`src/verilog/fhr_pkg.sv`:
```
// Shared constants for the flash reset and output-disable link
package fhr_pkg;
	localparam int CLK_NS = 100;
	localparam int T_IDLE_DONE_NS = 500;
	localparam int T_ABORT_NS = 5000;
	localparam int T_ABORT_MIN_NS = 1000;
	localparam int T_ABORT_MAX_NS = 7000;
	localparam int T_WAIT_BUSY_NS = 11000;
	localparam int IDLE_DONE_CYC = (T_IDLE_DONE_NS / CLK_NS < 1) ? 1 : T_IDLE_DONE_NS / CLK_NS;
	localparam int ABORT_CYC = T_ABORT_NS / CLK_NS;
	localparam int WAIT_IDLE_CYC = (T_IDLE_DONE_NS + CLK_NS - 1) / CLK_NS;
	localparam int WAIT_BUSY_CYC = (T_WAIT_BUSY_NS + CLK_NS - 1) / CLK_NS;
	localparam int PROG_CYC = 20;
	localparam int ERASE_CYC = 200;
	localparam int RST_PULSE_CYC = 4;
	localparam int WR_GAP_CYC = 6;
	localparam int RD_CYC = 6;
	localparam int GUARD_CYC = 8;
	localparam int NUM_BANKS = 2;
	localparam int ADDR_W = 4;
	localparam int DATA_W = 8;
	localparam int CFG_W = 4;
	localparam int CFG_POS = 0;
	localparam logic [CFG_W-1:0] CFG_RESET = 4'h0;
	localparam logic [DATA_W-1:0] CMD_PROG = 8'ha0;
	localparam logic [DATA_W-1:0] CMD_ERASE = 8'h30;
	localparam logic [DATA_W-1:0] CMD_CFG = 8'hc0;
	localparam logic [DATA_W-1:0] STATUS_BUSY = 8'h80;
	localparam logic [DATA_W-1:0] ARRAY_BASE = 8'h5a;
	typedef enum logic {FHR_ARRAY, FHR_CFG} fhr_mode_type;
	typedef enum logic [2:0] {H_PWRUP, H_RESET, H_RECOVER, H_IDLE, H_WRITE, H_READ} fhr_host_type;
endpackage

```
`src/verilog/fhr_link_if.sv`:
```
// Pin-level link between the flash end and the host end
interface fhr_link_if;
	import fhr_pkg::*;
	logic rst_n;
	logic ce_n;
	logic we_n;
	logic oe_n;
	logic bank;
	logic [ADDR_W-1:0] addr;
	logic [DATA_W-1:0] dq_h;
	logic dq_h_oe;
	logic [DATA_W-1:0] dq_d;
	logic dq_d_oe;
	logic rdy_o;
	logic rdy_oe;
	logic ready_busy_n;
	logic [DATA_W-1:0] dq_bus;
	// Pulled-up open-drain line and shared data bus
	assign ready_busy_n = ~(rdy_oe & ~rdy_o);
	assign dq_bus = dq_d_oe ? dq_d : dq_h;
	modport flash (input rst_n, ce_n, we_n, oe_n, bank, addr, dq_h, dq_h_oe,
		output dq_d, dq_d_oe, rdy_o, rdy_oe);
	modport host (output rst_n, ce_n, we_n, oe_n, bank, addr, dq_h, dq_h_oe,
		input dq_d, dq_d_oe, ready_busy_n, dq_bus);
endinterface

```
`src/verilog/fhr_flash_end.sv`:
```
// Flash end: hardware reset, abort recovery, ready/busy and output disable
// Functional notes
// - Reset low aborts, tristates, clears configuration
// - Commands ignored while reset pin low
// - Reset returns command machine to array read
// - Host reissues operations cut short by reset
// - Aborted operation holds ready/busy low 1-7 us
// - Host watches ready/busy or waits 11 us
// - Idle reset completes within 500 ns
// - Idle bank readable 500 ns after reset
// - Aborted bank untouched for 11 us; the code reopens it when ready/busy returns high, about 5 us after the abort
// - Reset held during power-up until supplies settle
// - Output enable high tristates data outputs
module fhr_flash_end #(
	parameter int PROG_LEN = fhr_pkg::PROG_CYC,
	parameter int ERASE_LEN = fhr_pkg::ERASE_CYC,
	parameter int ABORT_LEN = fhr_pkg::ABORT_CYC
) (
	input wire logic I_CLK_SYS,
	input wire logic I_RST_N,
	fhr_link_if.flash LINK,
	output logic [fhr_pkg::NUM_BANKS-1:0] O_BANK_BUSY,
	output logic [fhr_pkg::CFG_W-1:0] O_CONFIG,
	output logic O_IN_RESET
);
	import fhr_pkg::*;

	localparam int PIN_W = 5 + ADDR_W + DATA_W;
	localparam int CNT_W = 8;

	logic [PIN_W-1:0] pin_raw;
	logic [PIN_W-1:0] pin_s1_reg;
	logic [PIN_W-1:0] pin_s2_reg;
	logic we_prev_reg;
	logic rst_s;
	logic ce_s;
	logic we_s;
	logic oe_s;
	logic bank_s;
	logic [ADDR_W-1:0] addr_s;
	logic [DATA_W-1:0] dq_s;
	logic pin_rst_async_n;
	logic abort;
	logic idle_done;
	logic rec_active;
	logic cmd_ok;
	logic wr_evt;
	logic rd_req;
	logic [NUM_BANKS-1:0] busy;
	logic [NUM_BANKS-1:0] hold_reg;
	logic [NUM_BANKS-1:0] start_prog;
	logic [NUM_BANKS-1:0] start_erase;
	logic [CNT_W-1:0] op_cnt_reg [NUM_BANKS];
	logic [CNT_W-1:0] rec_cnt_reg;
	logic [CNT_W-1:0] idle_cnt_reg;
	logic [CFG_W-1:0] cfg_reg;
	fhr_mode_type mode_reg;
	logic rd_en_reg;
	logic [DATA_W-1:0] rd_data_reg;
	logic [DATA_W-1:0] rd_data_next;
	logic bank_held;
	logic bank_busy;

	// Pin inputs pass two flip-flops
	assign pin_raw = {LINK.rst_n, LINK.ce_n, LINK.we_n, LINK.oe_n, LINK.bank, LINK.addr,
		LINK.dq_h};

	always_ff @(posedge I_CLK_SYS or negedge I_RST_N) begin
		if (!I_RST_N) begin
			pin_s1_reg <= '0;
			pin_s2_reg <= '0;
			we_prev_reg <= 1'b1;
		end else begin
			pin_s1_reg <= pin_raw;
			pin_s2_reg <= pin_s1_reg;
			we_prev_reg <= pin_s2_reg[PIN_W-3];
		end
	end

	assign rst_s = pin_s2_reg[PIN_W-1];
	assign ce_s = pin_s2_reg[PIN_W-2];
	assign we_s = pin_s2_reg[PIN_W-3];
	assign oe_s = pin_s2_reg[PIN_W-4];
	assign bank_s = pin_s2_reg[PIN_W-5];
	assign addr_s = pin_s2_reg[DATA_W +: ADDR_W];
	assign dq_s = pin_s2_reg[DATA_W-1:0];

	// Asynchronous clear from the reset pin, level held while low
	assign pin_rst_async_n = I_RST_N & LINK.rst_n;

	// Abort is seen on the synchronised pin
	assign abort = ~rst_s;
	assign idle_done = (idle_cnt_reg == '0);
	assign rec_active = (rec_cnt_reg != '0);
	assign cmd_ok = rst_s & idle_done;
	assign wr_evt = cmd_ok & ~ce_s & ~we_s & we_prev_reg;
	assign bank_held = hold_reg[bank_s];
	assign bank_busy = busy[bank_s];
	assign rd_req = cmd_ok & ~ce_s & ~oe_s & we_s & ~bank_held;

	// Per-bank program and erase engines
	genvar b;
	generate
		for (b = 0; b < NUM_BANKS; b++) begin : g_bank
			assign busy[b] = (op_cnt_reg[b] != '0);
			assign start_prog[b] = wr_evt & (mode_reg == FHR_ARRAY) & (dq_s == CMD_PROG)
				& (bank_s == 1'(b)) & ~busy[b] & ~hold_reg[b];
			assign start_erase[b] = wr_evt & (mode_reg == FHR_ARRAY) & (dq_s == CMD_ERASE)
				& (bank_s == 1'(b)) & ~busy[b] & ~hold_reg[b];

			always_ff @(posedge I_CLK_SYS or negedge I_RST_N) begin
				if (!I_RST_N) begin
					op_cnt_reg[b] <= '0;
				end else if (abort) begin
					op_cnt_reg[b] <= '0;
				end else if (start_prog[b]) begin
					op_cnt_reg[b] <= CNT_W'(PROG_LEN);
				end else if (start_erase[b]) begin
					op_cnt_reg[b] <= CNT_W'(ERASE_LEN);
				end else if (busy[b]) begin
					op_cnt_reg[b] <= op_cnt_reg[b] - 1'b1;
				end
			end

			// Aborted bank stays closed until internal reset finishes
			always_ff @(posedge I_CLK_SYS or negedge I_RST_N) begin
				if (!I_RST_N) begin
					hold_reg[b] <= 1'b0;
				end else if (abort & busy[b]) begin
					hold_reg[b] <= 1'b1;
				end else if (!rec_active) begin
					hold_reg[b] <= 1'b0;
				end
			end
		end
	endgenerate

	// Internal reset time after an aborted operation
	always_ff @(posedge I_CLK_SYS or negedge I_RST_N) begin
		if (!I_RST_N) begin
			rec_cnt_reg <= '0;
		end else if (abort & (|busy)) begin
			rec_cnt_reg <= CNT_W'(ABORT_LEN);
		end else if (rec_active) begin
			rec_cnt_reg <= rec_cnt_reg - 1'b1;
		end
	end

	// Idle reset completes within its short window
	always_ff @(posedge I_CLK_SYS or negedge I_RST_N) begin
		if (!I_RST_N) begin
			idle_cnt_reg <= CNT_W'(IDLE_DONE_CYC);
		end else if (abort) begin
			idle_cnt_reg <= CNT_W'(IDLE_DONE_CYC);
		end else if (!idle_done) begin
			idle_cnt_reg <= idle_cnt_reg - 1'b1;
		end
	end

	// Ready/busy is open drain, pulled low while busy
	assign LINK.rdy_o = 1'b0;
	assign LINK.rdy_oe = (|busy) | rec_active;

	// Read data source
	assign rd_data_next = (mode_reg == FHR_CFG) ? {{(DATA_W-CFG_W){1'b0}}, cfg_reg} :
		bank_busy ? STATUS_BUSY :
		(ARRAY_BASE ^ {{(DATA_W-ADDR_W-1){1'b0}}, bank_s, addr_s});

	// Configuration, command mode and read enable cleared at once by the pin
	always_ff @(posedge I_CLK_SYS or negedge pin_rst_async_n) begin
		if (!pin_rst_async_n) begin
			cfg_reg <= CFG_RESET;
			mode_reg <= FHR_ARRAY;
			rd_en_reg <= 1'b0;
		end else begin
			rd_en_reg <= rd_req;
			if (wr_evt) begin
				unique case (mode_reg)
					FHR_ARRAY: begin
						if (dq_s == CMD_CFG) begin
							mode_reg <= FHR_CFG;
						end
					end
					FHR_CFG: begin
						cfg_reg <= dq_s[CFG_POS +: CFG_W];
						mode_reg <= FHR_ARRAY;
					end
				endcase
			end
		end
	end

	always_ff @(posedge I_CLK_SYS or negedge I_RST_N) begin
		if (!I_RST_N) begin
			rd_data_reg <= '0;
		end else if (rd_req) begin
			rd_data_reg <= rd_data_next;
		end
	end

	// Output drivers drop at once on reset pin or output enable high
	assign LINK.dq_d = rd_data_reg;
	assign LINK.dq_d_oe = rd_en_reg & LINK.rst_n & ~LINK.oe_n;

	always_ff @(posedge I_CLK_SYS or negedge I_RST_N) begin
		if (!I_RST_N) begin
			O_BANK_BUSY <= '0;
			O_CONFIG <= CFG_RESET;
			O_IN_RESET <= 1'b1;
		end else begin
			O_BANK_BUSY <= busy | hold_reg;
			O_CONFIG <= cfg_reg;
			O_IN_RESET <= ~cmd_ok;
		end
	end
endmodule

```
`src/flat_wrapper.sv`:
```
// flat-port wrapper written by rule: the top's interface ports become plain ports
module fhr_flash_end_flat import fhr_pkg::*;
#(
	parameter int PROG_LEN = fhr_pkg::PROG_CYC,
	parameter int ERASE_LEN = fhr_pkg::ERASE_CYC,
	parameter int ABORT_LEN = fhr_pkg::ABORT_CYC
)
  (I_CLK_SYS, I_RST_N, O_BANK_BUSY, O_CONFIG, O_IN_RESET, LINK_rst_n, LINK_ce_n, LINK_we_n, LINK_oe_n, LINK_bank, LINK_addr, LINK_dq_h, LINK_dq_h_oe, LINK_dq_d, LINK_dq_d_oe, LINK_rdy_o, LINK_rdy_oe);
  fhr_link_if LINK_i ();
  input wire logic I_CLK_SYS;
  input wire logic I_RST_N;
  output logic [fhr_pkg::NUM_BANKS-1:0] O_BANK_BUSY;
  output logic [fhr_pkg::CFG_W-1:0] O_CONFIG;
  output logic O_IN_RESET;
  input wire logic [$bits(LINK_i.rst_n)-1:0] LINK_rst_n;
  input wire logic [$bits(LINK_i.ce_n)-1:0] LINK_ce_n;
  input wire logic [$bits(LINK_i.we_n)-1:0] LINK_we_n;
  input wire logic [$bits(LINK_i.oe_n)-1:0] LINK_oe_n;
  input wire logic [$bits(LINK_i.bank)-1:0] LINK_bank;
  input wire logic [$bits(LINK_i.addr)-1:0] LINK_addr;
  input wire logic [$bits(LINK_i.dq_h)-1:0] LINK_dq_h;
  input wire logic [$bits(LINK_i.dq_h_oe)-1:0] LINK_dq_h_oe;
  output wire logic [$bits(LINK_i.dq_d)-1:0] LINK_dq_d;
  output wire logic [$bits(LINK_i.dq_d_oe)-1:0] LINK_dq_d_oe;
  output wire logic [$bits(LINK_i.rdy_o)-1:0] LINK_rdy_o;
  output wire logic [$bits(LINK_i.rdy_oe)-1:0] LINK_rdy_oe;
  assign LINK_i.rst_n = LINK_rst_n;
  assign LINK_i.ce_n = LINK_ce_n;
  assign LINK_i.we_n = LINK_we_n;
  assign LINK_i.oe_n = LINK_oe_n;
  assign LINK_i.bank = LINK_bank;
  assign LINK_i.addr = LINK_addr;
  assign LINK_i.dq_h = LINK_dq_h;
  assign LINK_i.dq_h_oe = LINK_dq_h_oe;
  assign LINK_dq_d = LINK_i.dq_d;
  assign LINK_dq_d_oe = LINK_i.dq_d_oe;
  assign LINK_rdy_o = LINK_i.rdy_o;
  assign LINK_rdy_oe = LINK_i.rdy_oe;
  fhr_flash_end #(.PROG_LEN(PROG_LEN), .ERASE_LEN(ERASE_LEN), .ABORT_LEN(ABORT_LEN)) u_core (.I_CLK_SYS(I_CLK_SYS), .I_RST_N(I_RST_N), .LINK(LINK_i), .O_BANK_BUSY(O_BANK_BUSY), .O_CONFIG(O_CONFIG), .O_IN_RESET(O_IN_RESET));
endmodule
```
`config.mk`:
```
export PLATFORM = sky130hd
export DESIGN_NAME = fhr_flash_end_flat
export DESIGN_NICKNAME = d
export VERILOG_FILES = /design/src/verilog/fhr_pkg.sv /design/src/verilog/fhr_link_if.sv /design/src/verilog/fhr_flash_end.sv /design/src/flat_wrapper.sv
export SDC_FILE = /design/constraint.sdc
export NUM_CORES = 1
export LEC_CHECK = 0
export BUFFER_PORTS_ARGS = -buffer_cell sky130_fd_sc_hd__buf_2
export CORE_ASPECT_RATIO = 0.9
export CORE_MARGIN = 3
export CORE_UTILIZATION = 55
export CTS_BUF_LIST = sky130_fd_sc_hd__clkbuf_4
export DETAILED_ROUTE_END_ITERATION = 7
export GPL_TIMING_DRIVEN = 1
export PLACE_DENSITY = 0.76
export SETUP_SLACK_MARGIN = 0.3
export SLEW_MARGIN = 5
export SYNTH_ARGS = -nofsm -noshare
export SYNTH_HDL_FRONTEND = slang
export SYNTH_SLANG_ARGS = --single-unit
```
`constraint.sdc`:
```
create_clock -name I_CLK_SYS -period 2.7 [get_ports I_CLK_SYS]
set_clock_uncertainty 0.05 [all_clocks]
set_input_delay 0.135 -clock I_CLK_SYS [delete_from_list [all_inputs] [get_ports I_CLK_SYS]]
set_output_delay 0.135 -clock I_CLK_SYS [all_outputs]
set_load 0.01 [all_outputs]
```
==> flow_summary.ini, run 1 <==
[worst_setup_path]
worstPathArrival_ns = 2.25
critPathMaxFanout = 2
r2r_start = u_core.idle_cnt_reg[1]$_DFFE_PN0P_
path_class = flip-flop to output port
critPathLaunchType = flip-flop
r2r_slack_ns = 0.36
required_ns = 2.52
setup.worst_path.start = u_core.op_cnt_reg[9]$_DFFE_PN0P_
endpoint_kind = output port
rr_endpoint = u_core.op_cnt_reg[3]$_DFFE_PN0P_
reg2reg_depth = 6

[sta]
holdWs_ns = 0.200
worst-slew-pin-transition_ns = 0.764
finalSetupViolations = 0
finalCritPeriodShare_pct = 90.2
hold_viol = 0
relSlewSlack_pct = 47.7
grt_setup_unrepaired = true
fmax_mhz = 411
fin_tns_setup_ns = 0
finalMaxSlewViolations = 0
min_period_ns = 2.43
layout_setup_ws_ns = 0.265

[yosys]
avgSynthCellArea_um2 = 11.4
synth_most_common_cell = dfrtp_1
async_flop_share_pct = 100
synth-compound-area-share_pct = 8.57
syn_inst = 328
synth_top_area_share_pct = 57.1
ys_ff_latch = 89
muxShareOfSynthArea_pct = 4.44
synth-edff-count = 0
synthAdderAreaFrac_pct = 2.02
synth_area_leaders = dfrtp_1, mux2i_1, dfstp_2
syn_area_um2 = 3720
synth_top_area_cell = dfrtp_1
synth_cell_types = 51
synthFlopType = dfrtp_1
synth_top_family_by_area = simple AND/OR/NAND/NOR gates
yosysSeqAreaShare_pct = 59.9
synth_xor_area_share_pct = 2.82
synth_warnings = 0
synthTopCellsByCount = dfrtp_1, nor2_1, nand2_1, inv_1, a21oi_1
synth_simple_gate_area_share_pct = 19.2

[route]
post_drt_via_cell_ratio = 5.56
vias = 2732
ant_nets = 0
dr.pass1.iters = 4
drt-initial-drc-count = 139
wl_per_cell_um = 15.9
routed_wl_mm = 7.80
drc = 0

[run]
max_cap_viol_count = 0

[layout]
drive_gt1_share_pct = 25.0
diodes = 0
area_delta_synth_final_pct = 20.8
fillers = 490
fin_nets = 425
final_cells = 491

[outcome]
status = finished clean

[worst_hold_path]
hp-class = primary input to asynchronous set/reset pin

[floorplanning]
core-area_um2 = 6350
start_util_pct = 58.6
rows = 27
die_h_um = 84.1
die_area_um2 = 7790
ioPinCount = 38
die-width_um = 92.7

[placement]
hpwl_mm = 5.04
pre_cts_slack_ns = 0.186
buffer_ports.inserted = 34
gp_congestion = 0.829
dp_cells = 448

[global_route]
antenna_found_initial = 0
grt_pass1_vias = 2742
grt_max_degree = 53
grtUsageTotal_pct = 21.7
overflow = 0
grt_pass1_wl_mm = 13.3

[cts]
clock_path_buffers = 2
cts_buffers = 9
clk_latency_ns = 0.44
tritoncts = yes
cts-htree-levels = 3
clkSinkCount = 89
root_buffer = clkbuf_4
clk_pin_slew_ns = 0.16

[pwr]
p_per_area_nw_per_um2 = 796
p_leak_uw = 0.00212
peakVddDrop_v = 0.000474
p_total_uw = 3580
-- critical path, stage by stage (launching register included) --
cell	delay (ns)
dfrtp_1	0.42
inv_2	0.07
ha_4	0.13
or4b_4	0.45
or2_4	0.25
or3_1	0.35
buf_2	0.15
-- power by group --
group	switching (µW)	internal, µW	total (µW)
logic	630	556	1190
clock network	514	226	740
registers	159	1500	1650
total	1300	2280	3580
-- routing by layer --
metal / wire, µm / track usage [%] / vias up
met4: 129 / 6.13 / 0
met2: 3870 / 36.4 / 58
met3: 300 / 4.78 / 18
met1: 3500 / 28.5 / 1356
met5: 0 / 0 / -
li1: - / - / 1300
-- cells in the final DEF, fill, tap and decap left out, types with 3 or more instances in the layout --
cell type,synthesis,layout
nand3b_1,3,3
and3_1,6,6
nand2_1,19,17
a21oi_1,15,14
and2_1,9,9
inv_1,16,12
mux2_2,4,4
dfrtp_1,85,84
or3_1,6,6
o21ai_0,11,10
inv_2,0,4
clkbuf_4,0,9
buf_4,2,19
nor2b_1,6,6
or4_1,3,3
nand3_1,11,11
nand2b_1,4,4
nor2_1,26,26
dfstp_2,4,4
dlygate4sd3_1,0,18
xor2_1,5,5
o31ai_1,9,7
nor3_1,9,8
buf_2,1,33
mux2i_1,12,12
ha_1,6,3
nor4_1,6,6
xnor2_1,7,7
-- layout make-up --
| class | count | area [µm²] | area share (%) |
|---|---|---|---|
| clock inverter | 7 | 81.3 | 1.81 |
| inverter | 16 | 60.1 | 1.33 |
| multi-input combinational | 213 | 1460 | 32.5 |
| timing repair buffer | 70 | 488 | 10.8 |
| tap | 87 | 109 | 2.42 |
| sequential | 89 | 2230 | 49.6 |
| clock buffer | 9 | 67.6 | 1.50 |
-- cells by family (layout without fill, tap and decap cells) --
group,count (synthesis),in the layout
compound gates,50,50
simple gates,127,127
xor+xnor,12,12
mux,16,16
other cells,1,2
flops,89,89
buf+inv,27,102
fa+ha+maj,6,6
-- worst max path at each step --
stage	depth (start not counted)	slack (ns)	to
detailed placement	6	0.19	u_core.op_cnt_reg[15]$_DFFE_PN0P_
global route	7	0.13	LINK_rdy_oe
CTS	6	0.23	LINK_rdy_oe
floorplan	7	0.31	u_core.op_cnt_reg[11]$_DFFE_PN0P_
finish	6	0.27	LINK_rdy_oe
global placement	6	0.27	u_core.op_cnt_reg[14]$_DFFE_PN0P_
-- metrics by stage --
stage / util (%) / instance area (µm²)
after global placement: 63.4 / 4030
after global routing: 70.8 / 4500
after floorplan: - / 3730
after CTS: 70.1 / 4450
final: 70.8 / 4500
after detailed placement: 63.4 / 4030
-- what timing repair did --
action	4_1_cts	5_1_grt
hold buffers	18	0
buffers inserted	6	3
endpoints found under the hold margin	69	0
setup endpoints to repair	7	15
gates cloned	0	0
resized for setup	13	10
pin swaps	3	3
Power figures use the tool's default switching activity.
==> inputs of run 2 (changes only) <==
--- a/config.mk
+++ b/config.mk
@@ -7,7 +7,7 @@
 export LEC_CHECK = 0
 export BUFFER_PORTS_ARGS = -buffer_cell sky130_fd_sc_hd__buf_2
 export CORE_ASPECT_RATIO = 0.9
-export CORE_MARGIN = 3
+export CORE_MARGIN = 2
 export CORE_UTILIZATION = 55
 export CTS_BUF_LIST = sky130_fd_sc_hd__clkbuf_4
 export DETAILED_ROUTE_END_ITERATION = 7
==> flow_summary.ini, run 2 (synthesis results as in run 1) <==
[outcome]
status = finished clean

[placement]
buffer_ports.inserted = 34
pre_cts_slack_ns = 0.209
hpwl_mm = 4.70
gp_congestion = 0.761
dpl_cell_area_um2 = 4020

[layout]
diodes = 0
drive_gt1_share_pct = 24.4
fin_nets = 427
fin_util_pct = 68.9
mostFrequentLayoutCells = dfrtp_1, buf_2, nor2_1
area_delta_synth_final_pct = 21.3
final_cell_area_um2 = 4520
layout_commonest_cell = dfrtp_1

[floorplanning]
rows = 28
core-area_um2 = 6550
die_area_um2 = 7450
die-width_um = 90.7
die_h_um = 82.1
start_util_pct = 56.8
ioPinCount = 38

[worst_setup_path]
reg2reg_depth = 6
r2r_start = u_core.idle_cnt_reg[0]$_DFFE_PN1P_
endpoint_kind = output port
path_class = flip-flop to output port
critPathLaunchType = flip-flop
rr_endpoint = u_core.op_cnt_reg[6]$_DFFE_PN0P_
worstPathArrival_ns = 2.23
critPathSlowestCell = or4b_4
crit_chain = inv_2 -> ha_4 -> or4b_4 -> or2_4 -> or3_1 -> buf_2
max_stage_delay_ns = 0.47
critPathMaxFanout = 2
required_ns = 2.52
r2r_slack_ns = 0.40

[cts]
cts_buffers = 9
root_buffer = clkbuf_4
clk_pin_slew_ns = 0.16
clkSinkCount = 89
cts-htree-levels = 3
clock_path_buffers = 2
tritoncts = yes
clk_latency_ns = 0.45

[global_route]
grt_pass1_wl_mm = 12.0
antenna_found_initial = 0
grt_pass1_vias = 2589
grtUsageTotal_pct = 21.0
grt_max_degree = 52
overflow = 0

[sta]
finalMaxSlewViolations = 0
fin_tns_setup_ns = 0
fmax_mhz = 414
worst-slew-pin-transition_ns = 0.648
layout_setup_ws_ns = 0.286
relSlewSlack_pct = 56.4
min_period_ns = 2.41
grt_setup_unrepaired = true
finalSetupViolations = 0
hold_viol = 0
finalCritPeriodShare_pct = 89.4

[route]
ant_nets = 0
vias = 2675
drc = 0
wl_per_cell_um = 14.2
routed_wl_mm = 7.05
post_drt_via_cell_ratio = 5.39
dr.pass1.iters = 4
drt-initial-drc-count = 156

[pwr]
p_per_area_nw_per_um2 = 794
p_leak_uw = 0.00213
peakVddDrop_v = 0.000413
p_total_uw = 3580

[worst_hold_path]
hp-class = primary input to asynchronous set/reset pin

[run]
max_cap_viol_count = 0
-- run 2: cell types whose count changed in the layout (fill, tap and decap cells not counted), sizes merged --
cell,previous run,this run
buf,52,54
clkinv,3,4
inv,20,19
-- run 2: power by group --
| part | total, µW | leakage, µW | internal, µW | switching [µW] |
|---|---|---|---|---|
| registers | 1650 | 0.00110 | 1490 | 158 |
| logic | 1200 | 0.000944 | 576 | 619 |
| clock network | 737 | 0.0000816 | 227 | 510 |
-- run 2: repair_timing --
item	CTS	global route
resized for setup	11	9
cloned	0	0
hold buffers	18	0
hold endpoints to repair	69	0
pin swaps	3	1
endpoints found under the setup margin	9	8
setup buffers	6	6
-- run 2: worst max-delay path, delay by kind of cell, from the launching register on --
kind                     cells  cell delay (ns)
AND/OR/NAND/NOR              3             1.03
flip-flops                   1             0.42
adder cells (fa/ha/maj)      1             0.13
buffers and inverters        2             0.22
-- run 2: routing by layer --
metal | vias to the layer above | track usage [%] | part of all wire, %
li1 | 1307 | - | -
met1 | 1306 | 27.6 | 47
met4 | 0 | 8.31 | 2.1
met2 | 49 | 34.3 | 47
met5 | - | 0 | 0
met3 | 13 | 5.14 | 3.5
-- run 2: worst max-delay path by stage --
stage                                  startpoint  cells past startpoint  slack [ns]                                 to
2_1_floorplan  u_core.idle_cnt_reg[0]$_DFFE_PN1P_                      7        0.31  u_core.op_cnt_reg[11]$_DFFE_PN0P_
3_3_place_gp   u_core.idle_cnt_reg[0]$_DFFE_PN1P_                      6        0.28  u_core.op_cnt_reg[11]$_DFFE_PN0P_
3_5_place_dp   u_core.idle_cnt_reg[1]$_DFFE_PN0P_                      6        0.21  u_core.op_cnt_reg[11]$_DFFE_PN0P_
4_1_cts          u_core.op_cnt_reg[4]$_DFFE_PN0P_                      4        0.23                        LINK_rdy_oe
5_1_grt          u_core.op_cnt_reg[8]$_DFFE_PN0P_                      6        0.18                        LINK_rdy_oe
6_report         u_core.op_cnt_reg[8]$_DFFE_PN0P_                      6        0.29                        LINK_rdy_oe
-- run 2: cell type report --
class | instances | area [µm²]
sequential | 89 | 2230
fill | 493 | 2030
multi-input combinational | 213 | 1460
timing repair buffer | 72 | 503
tap | 90 | 113
clock inverter | 7 | 83.8
clock buffer | 9 | 67.6
inverter | 16 | 60.1
-- run 2: stage by stage --
step	instances	hold slack [ns]
after global routing	496	0.163
after CTS	490	0.134
final	496	0.151
after global placement	450	0.105
after floorplan	329	-0.211
after detailed placement	450	0.117
==> inputs of run 3 (changes only) <==
--- a/config.mk
+++ b/config.mk
@@ -8,11 +8,11 @@
 export BUFFER_PORTS_ARGS = -buffer_cell sky130_fd_sc_hd__buf_2
 export CORE_ASPECT_RATIO = 0.9
 export CORE_MARGIN = 2
-export CORE_UTILIZATION = 55
+export CORE_UTILIZATION = 61
 export CTS_BUF_LIST = sky130_fd_sc_hd__clkbuf_4
 export DETAILED_ROUTE_END_ITERATION = 7
 export GPL_TIMING_DRIVEN = 1
-export PLACE_DENSITY = 0.76
+export PLACE_DENSITY = 0.81
 export SETUP_SLACK_MARGIN = 0.3
 export SLEW_MARGIN = 5
 export SYNTH_ARGS = -nofsm -noshare
==> flow_summary.ini, run 3 (synthesis results as in run 1) <==
[cts]
tritoncts = yes
clk_latency_ns = 0.46
clkSinkCount = 89
cts-htree-levels = 3
cts_buffers = 9
clock_path_buffers = 2
root_buffer = clkbuf_4
clk_pin_slew_ns = 0.16

[worst_setup_path]
critPathMaxFanout = 2
endpoint_kind = output port
critPathLaunchType = flip-flop
worstPathArrival_ns = 2.29
required_ns = 2.52
path_class = flip-flop to output port

[placement]
gp_congestion = 0.874
hpwl_mm = 4.84
buffer_ports.inserted = 34

[route]
vias = 2756
post_drt_via_cell_ratio = 5.81
routed_wl_mm = 8.12
drt-initial-drc-count = 161
ant_nets = 0
drc = 0
dr.pass1.iters = 4
wl_per_cell_um = 17.1

[floorplanning]
ioPinCount = 38
start_util_pct = 64.3
core-area_um2 = 5790
rows = 26
die_h_um = 78.1
die-width_um = 86.4
die_area_um2 = 6750

[pwr]
seqPwrFrac_pct = 45.4
combPwrFrac_pct = 34.3
p_per_area_nw_per_um2 = 814
p_sw_uw = 1350
switching_share_pct = 37.0
p_total_uw = 3640
clockPowerShare_pct = 20.3
p_leak_uw = 0.00211
peakVddDrop_v = 0.000581
power.internal_uw = 2290

[sta]
finalMaxSlewViolations = 0
grt_setup_unrepaired = true
hold_viol = 0
min_period_ns = 2.47
fmax_mhz = 404
worst-slew-pin-transition_ns = 0.680
finalCritPeriodShare_pct = 91.6
finalSetupViolations = 0
fin_tns_setup_ns = 0
relSlewSlack_pct = 54.3

[global_route]
overflow = 0
grt_pass1_wl_mm = 13.2
grtUsageTotal_pct = 25.4
grt_max_degree = 35
antenna_found_initial = 0
grt_pass1_vias = 2708

[layout]
fin_nets = 425
layout_commonest_cell = dfrtp_1
drive_gt1_share_pct = 24.3
mostFrequentLayoutCells = dfrtp_1, buf_2, nor2_1
area_delta_synth_final_pct = 20.1
diodes = 0

[run]
max_cap_viol_count = 0

[outcome]
status = finished clean

[worst_hold_path]
hp-class = primary input to asynchronous set/reset pin
==> run 3: repair_timing <==
action | CTS | global route
setup buffers | 7 | 3
hold buffers | 18 | 0
pin swaps | 3 | 0
endpoints found under the hold margin | 103 | 0
setup endpoints to repair | 7 | 10
resized for setup | 12 | 10
==> run 3: final timing paths <==
| path | start | end | slack (ns) | depth (start not counted) |
|---|---|---|---|---|
| min reg2reg | u_core.pin_s1_reg[7]$_DFF_PN0_ | u_core.pin_s2_reg[7]$_DFF_PN0_ | 0.32 | 0 |
| max reg2reg | u_core.idle_cnt_reg[1]$_DFFE_PN0P_ | u_core.op_cnt_reg[6]$_DFFE_PN0P_ | 0.36 | 6 |
| min | I_RST_N | u_core.pin_s1_reg[16]$_DFF_PN0_ | 0.06 | 2 |
| min in group I_CLK_SYS | LINK_dq_h[1] | u_core.pin_s1_reg[1]$_DFF_PN0_ | 0.24 | 2 |
| max | u_core.op_cnt_reg[9]$_DFFE_PN0P_ | LINK_rdy_oe | 0.23 | 6 |
| max in group asynchronous | I_RST_N | u_core.idle_cnt_reg[2]$_DFFE_PN1P_ | 1.77 | 3 |
==> run 3: final cells by class <==
type	count	area (µm²)
Tap cell	70	87.6
Multi-Input combinational cell	213	1470
Inverter	16	60.1
Clock buffer	9	67.6
Timing Repair Buffer	70	488
Fill cell	387	1320
Sequential cell	89	2230
Clock inverter	7	68.8
==> run 3: through the flow <==
stage	setup WS (ns)	cell area (µm²)	utilization, %	instances	hold slack, ns
final	0.226	4470	77.2	474	0.0582
after floorplan	0.306	3730	-	329	-0.211
after global routing	0.152	4470	77.2	474	0.0767
after global placement	0.295	4000	69.0	430	0.0205
after CTS	0.219	4410	76.2	471	0.0584
after detailed placement	0.209	4000	69.0	430	0.0218
==> run 3: worst max-delay path, cell delays in order (launching register included) <==
cell and delay (ns):
dfrtp_1 0.43, inv_2 0.08, ha_4 0.13, or4b_4 0.46, or2_4 0.26, or3_1 0.34, buf_2 0.14
==> run 3: power groups by stage <==
stage / combinational [µW] / sequential (µW) / clock [µW]
2_1_floorplan: 749 / 1630 / 0
3_3_place_gp: 954 / 1660 / 0
3_5_place_dp: 994 / 1670 / 0
4_1_cts: 1160 / 1640 / 750
5_1_grt: 1390 / 1680 / 811
6_report: 1250 / 1650 / 740
==> run 3: layer usage <==
layer  vias up  GRT usage, %  routed length [µm]
met3        15          6.73                 323
met1      1388          35.6                3690
met2        56          40.0                3990
met5         -             0                   0
li1       1297             -                   -
met4         0          6.41                 122
